===== config.mk =====
export PLATFORM = sky130hd
export DESIGN_NAME = ecs_counter
export DESIGN_NICKNAME = d
export VERILOG_FILES = /design/src/common/ecs_pkg.sv /design/src/core/ecs_counter.sv
export SDC_FILE = /design/constraint.sdc
export NUM_CORES = 1
export LEC_CHECK = 0
export BUFFER_PORTS_ARGS = -buffer_cell sky130_fd_sc_hd__buf_2
export CORE_MARGIN = 2
export CORE_UTILIZATION = 30
export DETAILED_ROUTE_END_ITERATION = 6
export GPL_TIMING_DRIVEN = 0
export PLACE_DENSITY = 0.56
export SYNTH_ARGS = -nofsm -noshare
export SYNTH_HDL_FRONTEND = slang
export SYNTH_SLANG_ARGS = --single-unit
export TNS_END_PERCENT = 100

===== constraint.sdc =====
create_clock -name REF_CLK -period 4.1 [get_ports REF_CLK]
set_input_delay 0.205 -clock REF_CLK [delete_from_list [all_inputs] [get_ports REF_CLK]]
set_output_delay 0.205 -clock REF_CLK [all_outputs]
set_load 0.01 [all_outputs]

===== src/common/ecs_pkg.sv =====
`default_nettype none

package ecs_pkg;

  // ==========================================================================
  // Source selections
  // ==========================================================================
  typedef enum logic [3:0] {
    ECS_START_OFF      = 4'h0,
    ECS_START_ACQ      = 4'h1,
    ECS_START_EXP_BEG  = 4'h2,
    ECS_START_EXP_FIN  = 4'h3,
    ECS_START_IMAGE    = 4'h4,
    ECS_START_REJECT   = 4'h5,
    ECS_START_LINE_ONE = 4'h6,
    ECS_START_LINE_TWO = 4'h7,
    ECS_START_TIMER    = 4'h8,
    ECS_START_COUNTER  = 4'h9
  } ecs_start_src_t;

  typedef enum logic [3:0] {
    ECS_INC_OFF      = 4'h0,
    ECS_INC_ACQ      = 4'h1,
    ECS_INC_EXP_BEG  = 4'h2,
    ECS_INC_EXP_FIN  = 4'h3,
    ECS_INC_IMAGE    = 4'h4,
    ECS_INC_LINE_ONE = 4'h5,
    ECS_INC_LINE_TWO = 4'h6,
    ECS_INC_ENCODER  = 4'h7,
    ECS_INC_USEC     = 4'h8,
    ECS_INC_TIMER    = 4'h9,
    ECS_INC_REJECT   = 4'hA
  } ecs_inc_src_t;

  typedef enum logic [3:0] {
    ECS_CLR_CMD      = 4'h0,
    ECS_CLR_ACQ_BEG  = 4'h1,
    ECS_CLR_ACQ_FIN  = 4'h2,
    ECS_CLR_EXP_BEG  = 4'h3,
    ECS_CLR_EXP_FIN  = 4'h4,
    ECS_CLR_LINE_ONE = 4'h5,
    ECS_CLR_LINE_TWO = 4'h6,
    ECS_CLR_TIMER    = 4'h7,
    ECS_CLR_COUNTER  = 4'h8
  } ecs_clr_src_t;

  typedef enum logic [1:0] {
    ECS_EDGE_UP     = 2'h0,
    ECS_EDGE_DOWN   = 2'h1,
    ECS_EDGE_EITHER = 2'h2
  } ecs_edge_t;

  // Status, one-hot
  typedef enum logic [4:0] {
    ECS_ST_IDLE     = 5'h01,
    ECS_ST_WAIT     = 5'h02,
    ECS_ST_ACTIVE   = 5'h04,
    ECS_ST_DONE     = 5'h08,
    ECS_ST_OVERFLOW = 5'h10
  } ecs_state_t;

  // ==========================================================================
  // Carriers
  // ==========================================================================
  typedef struct packed {
    logic acq_begin_event;
    logic acq_finish_event;
    logic expose_begin_event;
    logic expose_finish_event;
    logic image_begin_event;
    logic rejected_trigger_event;
    logic timer_one_done;
    logic shaft_encoder_ticks;
  } ecs_events_t;

  typedef struct packed {
    ecs_start_src_t start_source_select;
    ecs_edge_t      start_edge_select;
    ecs_inc_src_t   increment_source_select;
    ecs_edge_t      increment_edge_select;
    ecs_clr_src_t   clear_source_select;
    ecs_edge_t      clear_edge_select;
  } ecs_config_t;

  // ==========================================================================
  // Timing
  // ==========================================================================
  localparam int ECS_CLK_MHZ       = 200;
  localparam int ECS_TICK_NS       = 1000;
  localparam int ECS_CLK_PERIOD_NS = 5;
  localparam int ECS_TICK_CYCLES   = ECS_TICK_NS / ECS_CLK_PERIOD_NS;
  localparam int ECS_COUNT_W       = 32;

endpackage : ecs_pkg

`default_nettype wire


===== src/core/ecs_counter.sv =====
`timescale 1ns/1ps
`default_nettype none

module ecs_counter #(
  parameter int COUNT_W = ecs_pkg::ECS_COUNT_W
) (
  input  wire logic                REF_CLK,
  input  wire logic                RST_B,
  input  wire ecs_pkg::ecs_events_t EVENTS,
  input  wire logic                IO_INPUT_ONE,
  input  wire logic                IO_INPUT_TWO,
  input  wire ecs_pkg::ecs_config_t CONFIG,
  input  wire logic [COUNT_W-1:0]  COUNT_LIMIT,
  input  wire logic                CLEAR_CMD,
  output var  logic [COUNT_W-1:0]  COUNT_VALUE,
  output var  logic [4:0]          COUNT_STATUS,
  output var  logic                COUNT_DONE_EVENT
);

  if (COUNT_W < 2 || COUNT_W > 32) begin : g_bad_width
    $error("COUNT_W must be 2..32");
  end

  // ==========================================================================
  // Line synchronisers and edge detectors
  // ==========================================================================
  logic [1:0] sync_a;
  logic [1:0] sync_b;
  logic [1:0] line_prev;
  logic [7:0] ev_q;
  logic [7:0] ev;

  always_ff @(posedge REF_CLK or negedge RST_B) begin
    if (!RST_B) begin
      sync_a    <= 2'h0;
      sync_b    <= 2'h0;
      line_prev <= 2'h0;
    end else begin
      sync_a    <= {IO_INPUT_TWO, IO_INPUT_ONE};
      sync_b    <= sync_a;
      line_prev <= sync_b;
    end
  end

  wire [1:0] rise = sync_b & ~line_prev;
  wire [1:0] fall = ~sync_b & line_prev;

  function automatic logic edge_hit(input logic r, input logic f, input ecs_pkg::ecs_edge_t sel);
    edge_hit = (sel == ecs_pkg::ECS_EDGE_UP)   ? r :
               (sel == ecs_pkg::ECS_EDGE_DOWN) ? f :
               (sel == ecs_pkg::ECS_EDGE_EITHER) ? (r | f) : 1'b0;
  endfunction : edge_hit

  // Event strobes are treated as levels; a pulse is taken on their rise
  assign ev = EVENTS;
  always_ff @(posedge REF_CLK or negedge RST_B) begin
    if (!RST_B) begin
      ev_q <= 8'h00;
    end else begin
      ev_q <= ev;
    end
  end
  wire ecs_pkg::ecs_events_t evp = ev & ~ev_q;

  // ==========================================================================
  // Microsecond tick
  // ==========================================================================
  localparam int TICK_W = $clog2(ecs_pkg::ECS_TICK_CYCLES);
  logic [TICK_W-1:0] tick_cnt;
  wire               usec_tick = (tick_cnt == TICK_W'(ecs_pkg::ECS_TICK_CYCLES - 1));

  always_ff @(posedge REF_CLK or negedge RST_B) begin
    if (!RST_B) begin
      tick_cnt <= '0;
    end else begin
      tick_cnt <= usec_tick ? '0 : tick_cnt + TICK_W'(1);
    end
  end

  // ==========================================================================
  // Source selection
  // ==========================================================================
  ecs_pkg::ecs_config_t cfg;
  assign cfg = CONFIG;
  logic done_q;

  wire l1_start = edge_hit(rise[0], fall[0], cfg.start_edge_select);
  wire l2_start = edge_hit(rise[1], fall[1], cfg.start_edge_select);
  wire l1_inc   = edge_hit(rise[0], fall[0], cfg.increment_edge_select);
  wire l2_inc   = edge_hit(rise[1], fall[1], cfg.increment_edge_select);
  wire l1_clr   = edge_hit(rise[0], fall[0], cfg.clear_edge_select);
  wire l2_clr   = edge_hit(rise[1], fall[1], cfg.clear_edge_select);

  logic start_fire;
  logic inc_fire;
  logic clr_fire;

  // Edge selection is only consulted in the line arms
  always_comb begin
    unique case (cfg.start_source_select)
      ecs_pkg::ECS_START_ACQ:      start_fire = evp.acq_begin_event;
      ecs_pkg::ECS_START_EXP_BEG:  start_fire = evp.expose_begin_event;
      ecs_pkg::ECS_START_EXP_FIN:  start_fire = evp.expose_finish_event;
      ecs_pkg::ECS_START_IMAGE:    start_fire = evp.image_begin_event;
      ecs_pkg::ECS_START_REJECT:   start_fire = evp.rejected_trigger_event;
      ecs_pkg::ECS_START_LINE_ONE: start_fire = l1_start;
      ecs_pkg::ECS_START_LINE_TWO: start_fire = l2_start;
      ecs_pkg::ECS_START_TIMER:    start_fire = evp.timer_one_done;
      ecs_pkg::ECS_START_COUNTER:  start_fire = done_q;
      default:                     start_fire = 1'b0;
    endcase
  end

  always_comb begin
    unique case (cfg.increment_source_select)
      ecs_pkg::ECS_INC_ACQ:      inc_fire = evp.acq_begin_event;
      ecs_pkg::ECS_INC_EXP_BEG:  inc_fire = evp.expose_begin_event;
      ecs_pkg::ECS_INC_EXP_FIN:  inc_fire = evp.expose_finish_event;
      ecs_pkg::ECS_INC_IMAGE:    inc_fire = evp.image_begin_event;
      ecs_pkg::ECS_INC_LINE_ONE: inc_fire = l1_inc;
      ecs_pkg::ECS_INC_LINE_TWO: inc_fire = l2_inc;
      ecs_pkg::ECS_INC_ENCODER:  inc_fire = evp.shaft_encoder_ticks;
      ecs_pkg::ECS_INC_USEC:     inc_fire = usec_tick;
      ecs_pkg::ECS_INC_TIMER:    inc_fire = evp.timer_one_done;
      ecs_pkg::ECS_INC_REJECT:   inc_fire = evp.rejected_trigger_event;
      default:                   inc_fire = 1'b0;
    endcase
  end

  always_comb begin
    unique case (cfg.clear_source_select)
      ecs_pkg::ECS_CLR_CMD:      clr_fire = CLEAR_CMD;
      ecs_pkg::ECS_CLR_ACQ_BEG:  clr_fire = evp.acq_begin_event;
      ecs_pkg::ECS_CLR_ACQ_FIN:  clr_fire = evp.acq_finish_event;
      ecs_pkg::ECS_CLR_EXP_BEG:  clr_fire = evp.expose_begin_event;
      ecs_pkg::ECS_CLR_EXP_FIN:  clr_fire = evp.expose_finish_event;
      ecs_pkg::ECS_CLR_LINE_ONE: clr_fire = l1_clr;
      ecs_pkg::ECS_CLR_LINE_TWO: clr_fire = l2_clr;
      ecs_pkg::ECS_CLR_TIMER:    clr_fire = evp.timer_one_done;
      ecs_pkg::ECS_CLR_COUNTER:  clr_fire = done_q;
      default:                   clr_fire = 1'b0;
    endcase
  end

  // ==========================================================================
  // Counter state machine
  // ==========================================================================
  ecs_pkg::ecs_state_t state;
  ecs_pkg::ecs_state_t next_state;
  logic [COUNT_W-1:0]  count;
  logic [COUNT_W-1:0]  next_count;
  logic                next_done;

  wire start_off = (cfg.start_source_select == ecs_pkg::ECS_START_OFF);
  wire at_max    = (count == {COUNT_W{1'b1}});
  wire inc_now   = inc_fire && (cfg.increment_source_select != ecs_pkg::ECS_INC_OFF);

  always_comb begin
    next_state = state;
    next_count = count;
    next_done  = 1'b0;
    if (clr_fire) begin
      next_count = '0;
      next_state = start_off ? ecs_pkg::ECS_ST_IDLE : ecs_pkg::ECS_ST_WAIT;
    end else begin
      unique case (state)
        ecs_pkg::ECS_ST_IDLE: begin
          if (!start_off) next_state = ecs_pkg::ECS_ST_WAIT;
        end
        ecs_pkg::ECS_ST_WAIT: begin
          if (start_off) begin
            next_state = ecs_pkg::ECS_ST_IDLE;
          end else if (start_fire) begin
            next_count = '0;
            next_state = ecs_pkg::ECS_ST_ACTIVE;
          end
        end
        ecs_pkg::ECS_ST_ACTIVE: begin
          if (inc_now) begin
            next_count = count + COUNT_W'(1);
            if (next_count == COUNT_LIMIT) begin
              next_done  = 1'b1;
              next_state = ecs_pkg::ECS_ST_DONE;
            end else if (next_count == {COUNT_W{1'b1}}) begin
              next_state = ecs_pkg::ECS_ST_OVERFLOW;
            end
          end
        end
        ecs_pkg::ECS_ST_DONE:     next_state = state;
        ecs_pkg::ECS_ST_OVERFLOW: next_state = state;
        default:                  next_state = ecs_pkg::ECS_ST_IDLE;
      endcase
    end
  end

  always_ff @(posedge REF_CLK or negedge RST_B) begin
    if (!RST_B) begin
      state  <= ecs_pkg::ECS_ST_IDLE;
      count  <= '0;
      done_q <= 1'b0;
    end else begin
      state  <= next_state;
      count  <= next_count;
      done_q <= next_done;
    end
  end

  assign COUNT_VALUE      = count;
  assign COUNT_STATUS     = state;
  assign COUNT_DONE_EVENT = done_q;

  // ==========================================================================
  // Checks
  // ==========================================================================
  property p_off_holds;
    @(posedge REF_CLK) disable iff (!RST_B)
      (cfg.increment_source_select == ecs_pkg::ECS_INC_OFF && !clr_fire && !start_fire)
        |=> (count == $past(count));
  endproperty
  a_off_holds: assert property (p_off_holds) else $error("count moved with increment off");

  property p_clear_zero;
    @(posedge REF_CLK) disable iff (!RST_B)
      clr_fire |=> (count == '0) && (state != ecs_pkg::ECS_ST_ACTIVE);
  endproperty
  a_clear_zero: assert property (p_clear_zero) else $error("clear did not zero and wait");

  property p_inc_one;
    @(posedge REF_CLK) disable iff (!RST_B)
      (state == ecs_pkg::ECS_ST_ACTIVE && inc_now && !clr_fire) |=> (count == $past(count) + 1'b1);
  endproperty
  a_inc_one: assert property (p_inc_one) else $error("active increment not by one");

  property p_done_limit;
    @(posedge REF_CLK) disable iff (!RST_B)
      COUNT_DONE_EVENT |-> (count == COUNT_LIMIT) && (state == ecs_pkg::ECS_ST_DONE);
  endproperty
  a_done_limit: assert property (p_done_limit) else $error("done without limit");

  property p_line_sync;
    @(posedge REF_CLK) disable iff (!RST_B)
      rise[0] |-> $past(IO_INPUT_ONE, 2) ##1 !rise[0];
  endproperty
  a_line_sync: assert property (p_line_sync) else $error("line edge longer than one cycle");

  property p_cmd_only;
    @(posedge REF_CLK) disable iff (!RST_B)
      (cfg.clear_source_select == ecs_pkg::ECS_CLR_CMD && !CLEAR_CMD &&
       state == ecs_pkg::ECS_ST_ACTIVE)
        |=> (state != ecs_pkg::ECS_ST_WAIT) && (state != ecs_pkg::ECS_ST_IDLE);
  endproperty
  a_cmd_only: assert property (p_cmd_only) else $error("cleared without command");

  property p_start_zero;
    @(posedge REF_CLK) disable iff (!RST_B)
      (state == ecs_pkg::ECS_ST_WAIT && start_fire && !clr_fire && !start_off)
        |=> (state == ecs_pkg::ECS_ST_ACTIVE) && (count == '0);
  endproperty
  a_start_zero: assert property (p_start_zero) else $error("start did not begin at zero");

  property p_usec;
    @(posedge REF_CLK) disable iff (!RST_B)
      // One microsecond is 200 reference cycles
      usec_tick |=> (!usec_tick) [*8] ##192 usec_tick;
  endproperty
  a_usec: assert property (p_usec) else $error("microsecond tick period wrong");

endmodule : ecs_counter

`default_nettype wire


==> results of run 1 <==
## layout make-up
type / count / area [µm²]
Buffer: 50 / 221.5
Clock buffer: 12 / 266.5
Clock inverter: 3 / 68.82
Fill cell: 1877 / 10860
Inverter: 24 / 90.09
Multi-Input combinational cell: 549 / 3558
Sequential cell: 60 / 1503
Tap cell: 225 / 281.5
Timing Repair Buffer: 106 / 568.0
## worst reg2reg max path, cell delays in order (launching register included)
cell,delay (ps)
dfrtp_1,400
ha_1,230
and3b_1,160
a311oi_1,240
a211oi_1,80
o32ai_1,710
o21ai_1,150
a21oi_1,720
or2_2,260
clkbuf_1,590
o31ai_1,190
## report_power, final
group | leakage, nW | total, W | internal, W | switching (W)
sequential | 0.785 | 0.000642 | 0.000620 | 0.0000217
clock | 0.165 | 0.000892 | 0.000580 | 0.000312
combinational | 1.69 | 0.000363 | 0.000132 | 0.000232
total | 2.64 | 0.00190 | 0.00133 | 0.000565
## path summary, 6_finish.rpt
check,slack (ps),depth (start not counted),start,endpoint
min in group REF_CLK,20,1,EVENTS[4],ev_q[4]$_DFF_PN0_
min reg2reg,350,0,sync_a[0]$_DFF_PN0_,sync_b[0]$_DFF_PN0_
max in group asynchronous,3600,1,RST_B,COUNT_STATUS[3]$_DFFE_PN0P_
min,-40,1,RST_B,ev_q[6]$_DFF_PN0_
max,200,10,sync_b[1]$_DFF_PN0_,COUNT_VALUE[16]$_DFFE_PN0P_
max reg2reg,200,10,sync_b[1]$_DFF_PN0_,COUNT_VALUE[16]$_DFFE_PN0P_
## layout by cell type, fill, tap and decap left out, drive strengths merged, types with 14 or more instances in the layout
master | Yosys | routed
buf | 18 | 117
o21ai | 62 | 62
dfrtp | 59 | 59
nor2 | 57 | 57
clkbuf | 32 | 44
nand2 | 38 | 38
nand3 | 36 | 36
nand4 | 26 | 26
xnor2 | 25 | 25
inv | 24 | 24
o31ai | 24 | 24
a21oi | 19 | 19
nor3 | 18 | 18
or4 | 17 | 17
nor4 | 17 | 17
xor2 | 14 | 14
## state kept, by name, indices dropped and copies added, names as in the netlist
signal,count
COUNT_DONE_EVENT,1
tick_cnt,8
COUNT_VALUE,32
COUNT_STATUS,5
sync_a,2
line_prev,2
ev_q,8
sync_b,2
## kinds of logic (layout without fill, tap and decap cells)
kind of cell	Yosys count	in the layout	synth area share
multiplexers	6	6	0.01374
AND/OR/NAND/NOR	318	318	0.3517
XOR/XNOR	39	39	0.06358
adder cells (fa/ha/maj)	7	7	0.01630
buffers and inverters	74	195	0.05799
AO/OA/AOI/OAI	179	179	0.2170
flip-flops	60	60	0.2797
## timing repair
| item | in CTS | in global routing |
|---|---|---|
| buffers inserted | 0 | 0 |
| endpoints found under the hold margin | 7 | 0 |
| hold buffers | 7 | 0 |
## metrics by stage
| stage | total power (W) | setup WS, ps | hold slack, ps | instances | utilization |
|---|---|---|---|---|---|
| floorplan | 0.0008402 | 1178 | -90.59 | 683 | - |
| global placement | 0.001005 | 211.2 | 324.3 | 1007 | 0.3531 |
| detailed placement | 0.001005 | 295.9 | 328.0 | 1007 | 0.3532 |
| CTS | 0.001910 | 287.8 | 0.3649 | 1029 | 0.3765 |
| global route | 0.001969 | 53.81 | 6.167 | 1029 | 0.3765 |
| finish | 0.001897 | 197.0 | -36.93 | 1029 | 0.3765 |
## per-layer routing
metal,track usage,part of all wire,vias to the layer above
met4,0.07200,0.032,0
met2,0.3759,0.45,339
met1,0.3091,0.44,2939
met3,0.05077,0.080,45
met5,0,0,-
li1,-,-,2839
==> results.json, run 1 <==
{
  "status": "finished with violations",
  "violations": "hold timing",
  "synth-async-reset-ratio": 1.000,
  "synth.most_common_cell": "dfrtp_1",
  "finalClockSkew_ps": 7.636,
  "cts_root_buffer": "clkbuf_16",
  "fin_crit_ps": 3903,
  "cp_cell_sequence": "ha_1 > and3b_1 > a311oi_1 > a211oi_1 > o32ai_1 > o21ai_1 > a21oi_1 > or2_2 > clkbuf_1 > o31ai_1",
  "max-vdd-ir-drop_mv": 0.1924,
  "grt_overflow": 0,
  "ioPinCount": 101,
  "grtUsageTotal": 0.2323,
  "cp_max_fo": 10,
  "fmax_mhz": 256.2,
  "wirelength_mm": 21.72,
  "insertion_delay_ps": 350,
  "worst_pin_slew_ps": 1338,
  "fin_setup_tns_ps": 0,
  "first_pass_iters": 6,
  "gp_congestion": 0.9659,
  "grt_pass1_wl_mm": 32.85,
  "netlist_area_mm2": 0.005373,
  "startpoint_type": "register",
  "grt_pass1_vias": 5681,
  "ctsResizeCount": 0,
  "maxCapViolCount": 0,
  "synth_area_leaders": "dfrtp_1 (27%), o21ai_0 (5.4%), xnor2_1 (4.1%)",
  "synth-edff-count": 0,
  "antenna_found_initial": 0,
  "port_buffers": 99,
  "drt_iter0_drc": 590,
  "via_count": 6162,
  "period_share": 0.9519,
  "yosysSeqAreaShare": 0.2797,
  "drtAntennaViolNets": 0,
  "synth_top_area_frac": 0.2748,
  "yosysUniqueCellTypes": 75,
  "ys_ff_latch": 60,
  "relSlewSlack": 0.1010,
  "synthesis.nets": 753,
  "crit_family": "compound AO/OA/AOI/OAI gates",
  "route.detailed.wl_per_inst_um": 21.11,
  "yosysWarnings": 0,
  "cts.path.max_buffers": 2,
  "layout-drive-gt1-share": 0.1866,
  "cts_buffers": 9,
  "drv_slew": 0,
  "synth_top_area_cell": "dfrtp_1",
  "clk_pin_slew_ps": 60,
  "hold_viol": 59,
  "design.die.area_mm2": 0.01900,
  "grt_setup_unrepaired": "false",
  "cellLeakagePower_nw": 2.640,
  "synth.avg_cell_area_um2": 7.866,
  "start_util": 0.3085,
  "dpl_cell_area_mm2": 0.006152,
  "slowest_delay_ps": 720,
  "ys.flop_type": "dfrtp_1",
  "hold_class": "in -> async",
  "die_width_um": 137.8,
  "grt_max_degree": 61,
  "endpoint_kind": "register",
  "cts_tree": "built",
  "cts_htree_levels": 3,
  "die_h_um": 137.8,
  "crit_type": "reg -> reg",
  "row_count": 48,
  "coreArea_mm2": 0.01742,
  "synth_cells": 683,
  "cp_slowest_cell": "a21oi_1",
  "antenna_cells": 0,
  "power.density_mw_per_mm2": 289.2,
  "drc_errors": 0,
  "whs_ps": -36.93,
  "critPathArrivalTime_ps": 4090,
  "avgViaCountPerCell": 5.988,
  "cp_num_buf_inv": 1,
  "area_growth_syn_to_layout_pct": 22.05,
  "nets": 870,
  "final_area_mm2": 0.006558,
  "cts_sinks": 60,
  "critical_path_required_ps": 4290,
  "setup_viol": 0,
  "dp_hpwl_mm": 16.29,
  "synth_commonest_cells": "dfrtp_1 (59), o21ai_0 (58), nor2_1 (56)"
}
Power figures use the tool's default switching activity.
==> inputs of run 2 (changes only) <==
Settings changed: CELL_PAD_IN_SITES_DETAIL_PLACEMENT set to 0, CELL_PAD_IN_SITES_GLOBAL_PLACEMENT set to 2, PLACE_DENSITY 0.56 to unset, PLACE_DENSITY_LB_ADDON set to 0.1.
==> run 2 against run 1 <==
Against the previous run:
- the run still ends with hold timing left
- clock skew up 2.2 ps
- cell count barely moved
- critical endpoint is now COUNT_STATUS[3]$_DFFE_PN0P_
- highest routed layer unchanged
- flip-flop and latch count did not move
- power shrank 1.7%
- critical path depth did not move
- clock power decreased by 4.6%
- sequential share of layout area is essentially flat
- non-clock buffer count did not move
- largest power group unchanged
- cell area is 0.11% lower
==> results.json, run 2 (same netlist as run 1, synthesis figures left out) <==
{
  "first_pass_iters": 7,
  "cts_tree": "built",
  "cts_htree_levels": 3,
  "power.density_mw_per_mm2": 284.6,
  "die_width_um": 137.8,
  "cts.path.max_buffers": 2,
  "drv_slew": 0,
  "gp_congestion": 0.9277,
  "cts_sinks": 60,
  "grt_max_degree": 61,
  "nFillCells": 1889,
  "final_util": 0.3761,
  "cp_cell_sequence": "buf_2 > nand3_1 > clkbuf_1 > nor4_2 > nand4_1 > xnor2_1 > nand4_1 > nor4b_1 > and4_1 > a22o_1",
  "port_buffers": 99,
  "dp_hpwl_mm": 17.49,
  "drtAntennaViolNets": 0,
  "critPathArrivalTime_ps": 4070,
  "final_common_cell": "buf_2",
  "setup_ws_ps": 301.2,
  "via_count": 6131,
  "route.detailed.wl_per_inst_um": 22.70,
  "crit_top_cell": "nand4_1",
  "cp_num_buf_inv": 2,
  "largest_reg_flops": 32,
  "ioPinCount": 101,
  "drc_errors": 0,
  "startpoint_type": "register",
  "cts_setup_buffers": 0,
  "clk_pin_slew_ps": 60,
  "grt_pass1_wl_mm": 35.17,
  "fmax_mhz": 263.2,
  "area_growth_syn_to_layout_pct": 21.91,
  "post-place-cells": 1007,
  "row_count": 48,
  "grt_setup_unrepaired": "false",
  "max-vdd-ir-drop_mv": 0.1960,
  "status": "finished with violations",
  "layout-drive-gt1-share": 0.1876,
  "rr_endpoint": "COUNT_STATUS[3]$_DFFE_PN0P_",
  "maxCapViolCount": 0,
  "slowest_delay_ps": 930,
  "fin_crit_ps": 3799,
  "whs_ps": -38.11,
  "setup_viol": 0,
  "coreArea_mm2": 0.01742,
  "avgViaCountPerCell": 5.952,
  "worst_pin_slew_ps": 994.8,
  "setup.worst_path.end": "COUNT_STATUS[3]$_DFFE_PN0P_",
  "grtUsageTotal": 0.2510,
  "grt_overflow": 0,
  "relSlewSlack": 0.3313,
  "fin_setup_tns_ps": 0,
  "finalClockSkew_ps": 9.817,
  "endpoint_kind": "register",
  "cp-startpoint": "COUNT_VALUE[4]$_DFFE_PN0P_",
  "wirelength_mm": 23.38,
  "nets": 870,
  "cts_root_buffer": "clkbuf_16",
  "start_util": 0.3085,
  "hold_viol": 11,
  "worstRegToRegCells": 10,
  "die_h_um": 137.8,
  "crit_family": "simple AND/OR/NAND/NOR gates",
  "drt_iter0_drc": 429,
  "path_depth": 10,
  "cellLeakagePower_nw": 2.629,
  "period_share": 0.9265,
  "cts_buffers": 9,
  "timing.reg2reg.setup_slack_ps": 300,
  "cp_max_fo": 10,
  "dp_slack_ps": 180.8,
  "crit_type": "reg -> reg",
  "multi_input_area_mm2": 0.003567,
  "critical_path_required_ps": 4380,
  "insertion_delay_ps": 340,
  "antenna_cells": 0,
  "antenna_found_initial": 0,
  "stdcell_count": 1030,
  "regArea_mm2": 0.001503,
  "final_cell_mix": "buf_2 (109), dfrtp_1 (59), o21ai_0 (58)",
  "grt_pass1_vias": 5896,
  "hold_class": "in -> async",
  "reg2reg_from": "COUNT_VALUE[4]$_DFFE_PN0P_",
  "violations": "hold timing",
  "design.die.area_mm2": 0.01900,
  "cp_slowest_cell": "nor4_2"
}
## run 2: cell types whose count changed in the layout (fill, tap and decap cells not counted)
cell / before / now
nor3_2: 0 / 1
nor3_1: 18 / 17
clkbuf_8: 3 / 1
clkinv_2: 0 / 1
clkbuf_1: 31 / 33
a21oi_1: 19 / 18
a21oi_2: 0 / 1
clkinvlp_4: 0 / 1
clkinv_4: 1 / 0
## run 2: where the power goes
part | total, W | switching (W) | internal (W)
registers | 0.000642 | 0.0000226 | 0.000620
clock network | 0.000851 | 0.000302 | 0.000549
logic | 0.000371 | 0.000239 | 0.000132
## run 2: layer usage
| metal | share of wire | GRT usage | up-vias | routed length (µm) |
|---|---|---|---|---|
| met5 | 0 | 0 | - | 0 |
| met4 | 0.032 | 0.09977 | 0 | 737 |
| met3 | 0.074 | 0.04341 | 47 | 1736 |
| met2 | 0.44 | 0.3928 | 281 | 10370 |
| met1 | 0.45 | 0.3433 | 2975 | 10540 |
| li1 | - | - | 2828 | - |
## run 2: per-stage QoR
stage	cell area, µm²	power [W]
finish	6550	0.001864
global route	6550	0.001938
CTS	6541	0.001874
detailed placement	6152	0.001012
global placement	6150	0.001009
floorplan	5373	0.0008402
## run 2: what timing repair did
item / in CTS / in global routing
gates resized for setup: 0 / 2
hold buffers: 7 / 0
endpoints found under the setup margin: 0 / 12
hold endpoints to repair: 7 / 0
## run 2: worst min path at each step
| stage | endpoint | slack (ps) | cells past startpoint |
|---|---|---|---|
| floorplan | COUNT_DONE_EVENT$_DFF_PN0_ | -90 | 0 |
| global placement | sync_a[0]$_DFF_PN0_ | 310 | 1 |
| detailed placement | sync_a[0]$_DFF_PN0_ | 310 | 1 |
| CTS | ev_q[7]$_DFF_PN0_ | 4 | 1 |
| global route | ev_q[7]$_DFF_PN0_ | 10 | 1 |
| finish | sync_b[0]$_DFF_PN0_ | -40 | 1 |
## run 2: area by class of cell
| class | count | area share |
|---|---|---|
| buffer | 50 | 0.03381 |
| clock buffer | 12 | 0.03763 |
| clock inverter | 4 | 0.01108 |
| inverter | 24 | 0.01375 |
| multi-input combinational | 549 | 0.5446 |
| sequential | 60 | 0.2294 |
| tap | 225 | 0.04298 |
| timing repair buffer | 106 | 0.08672 |
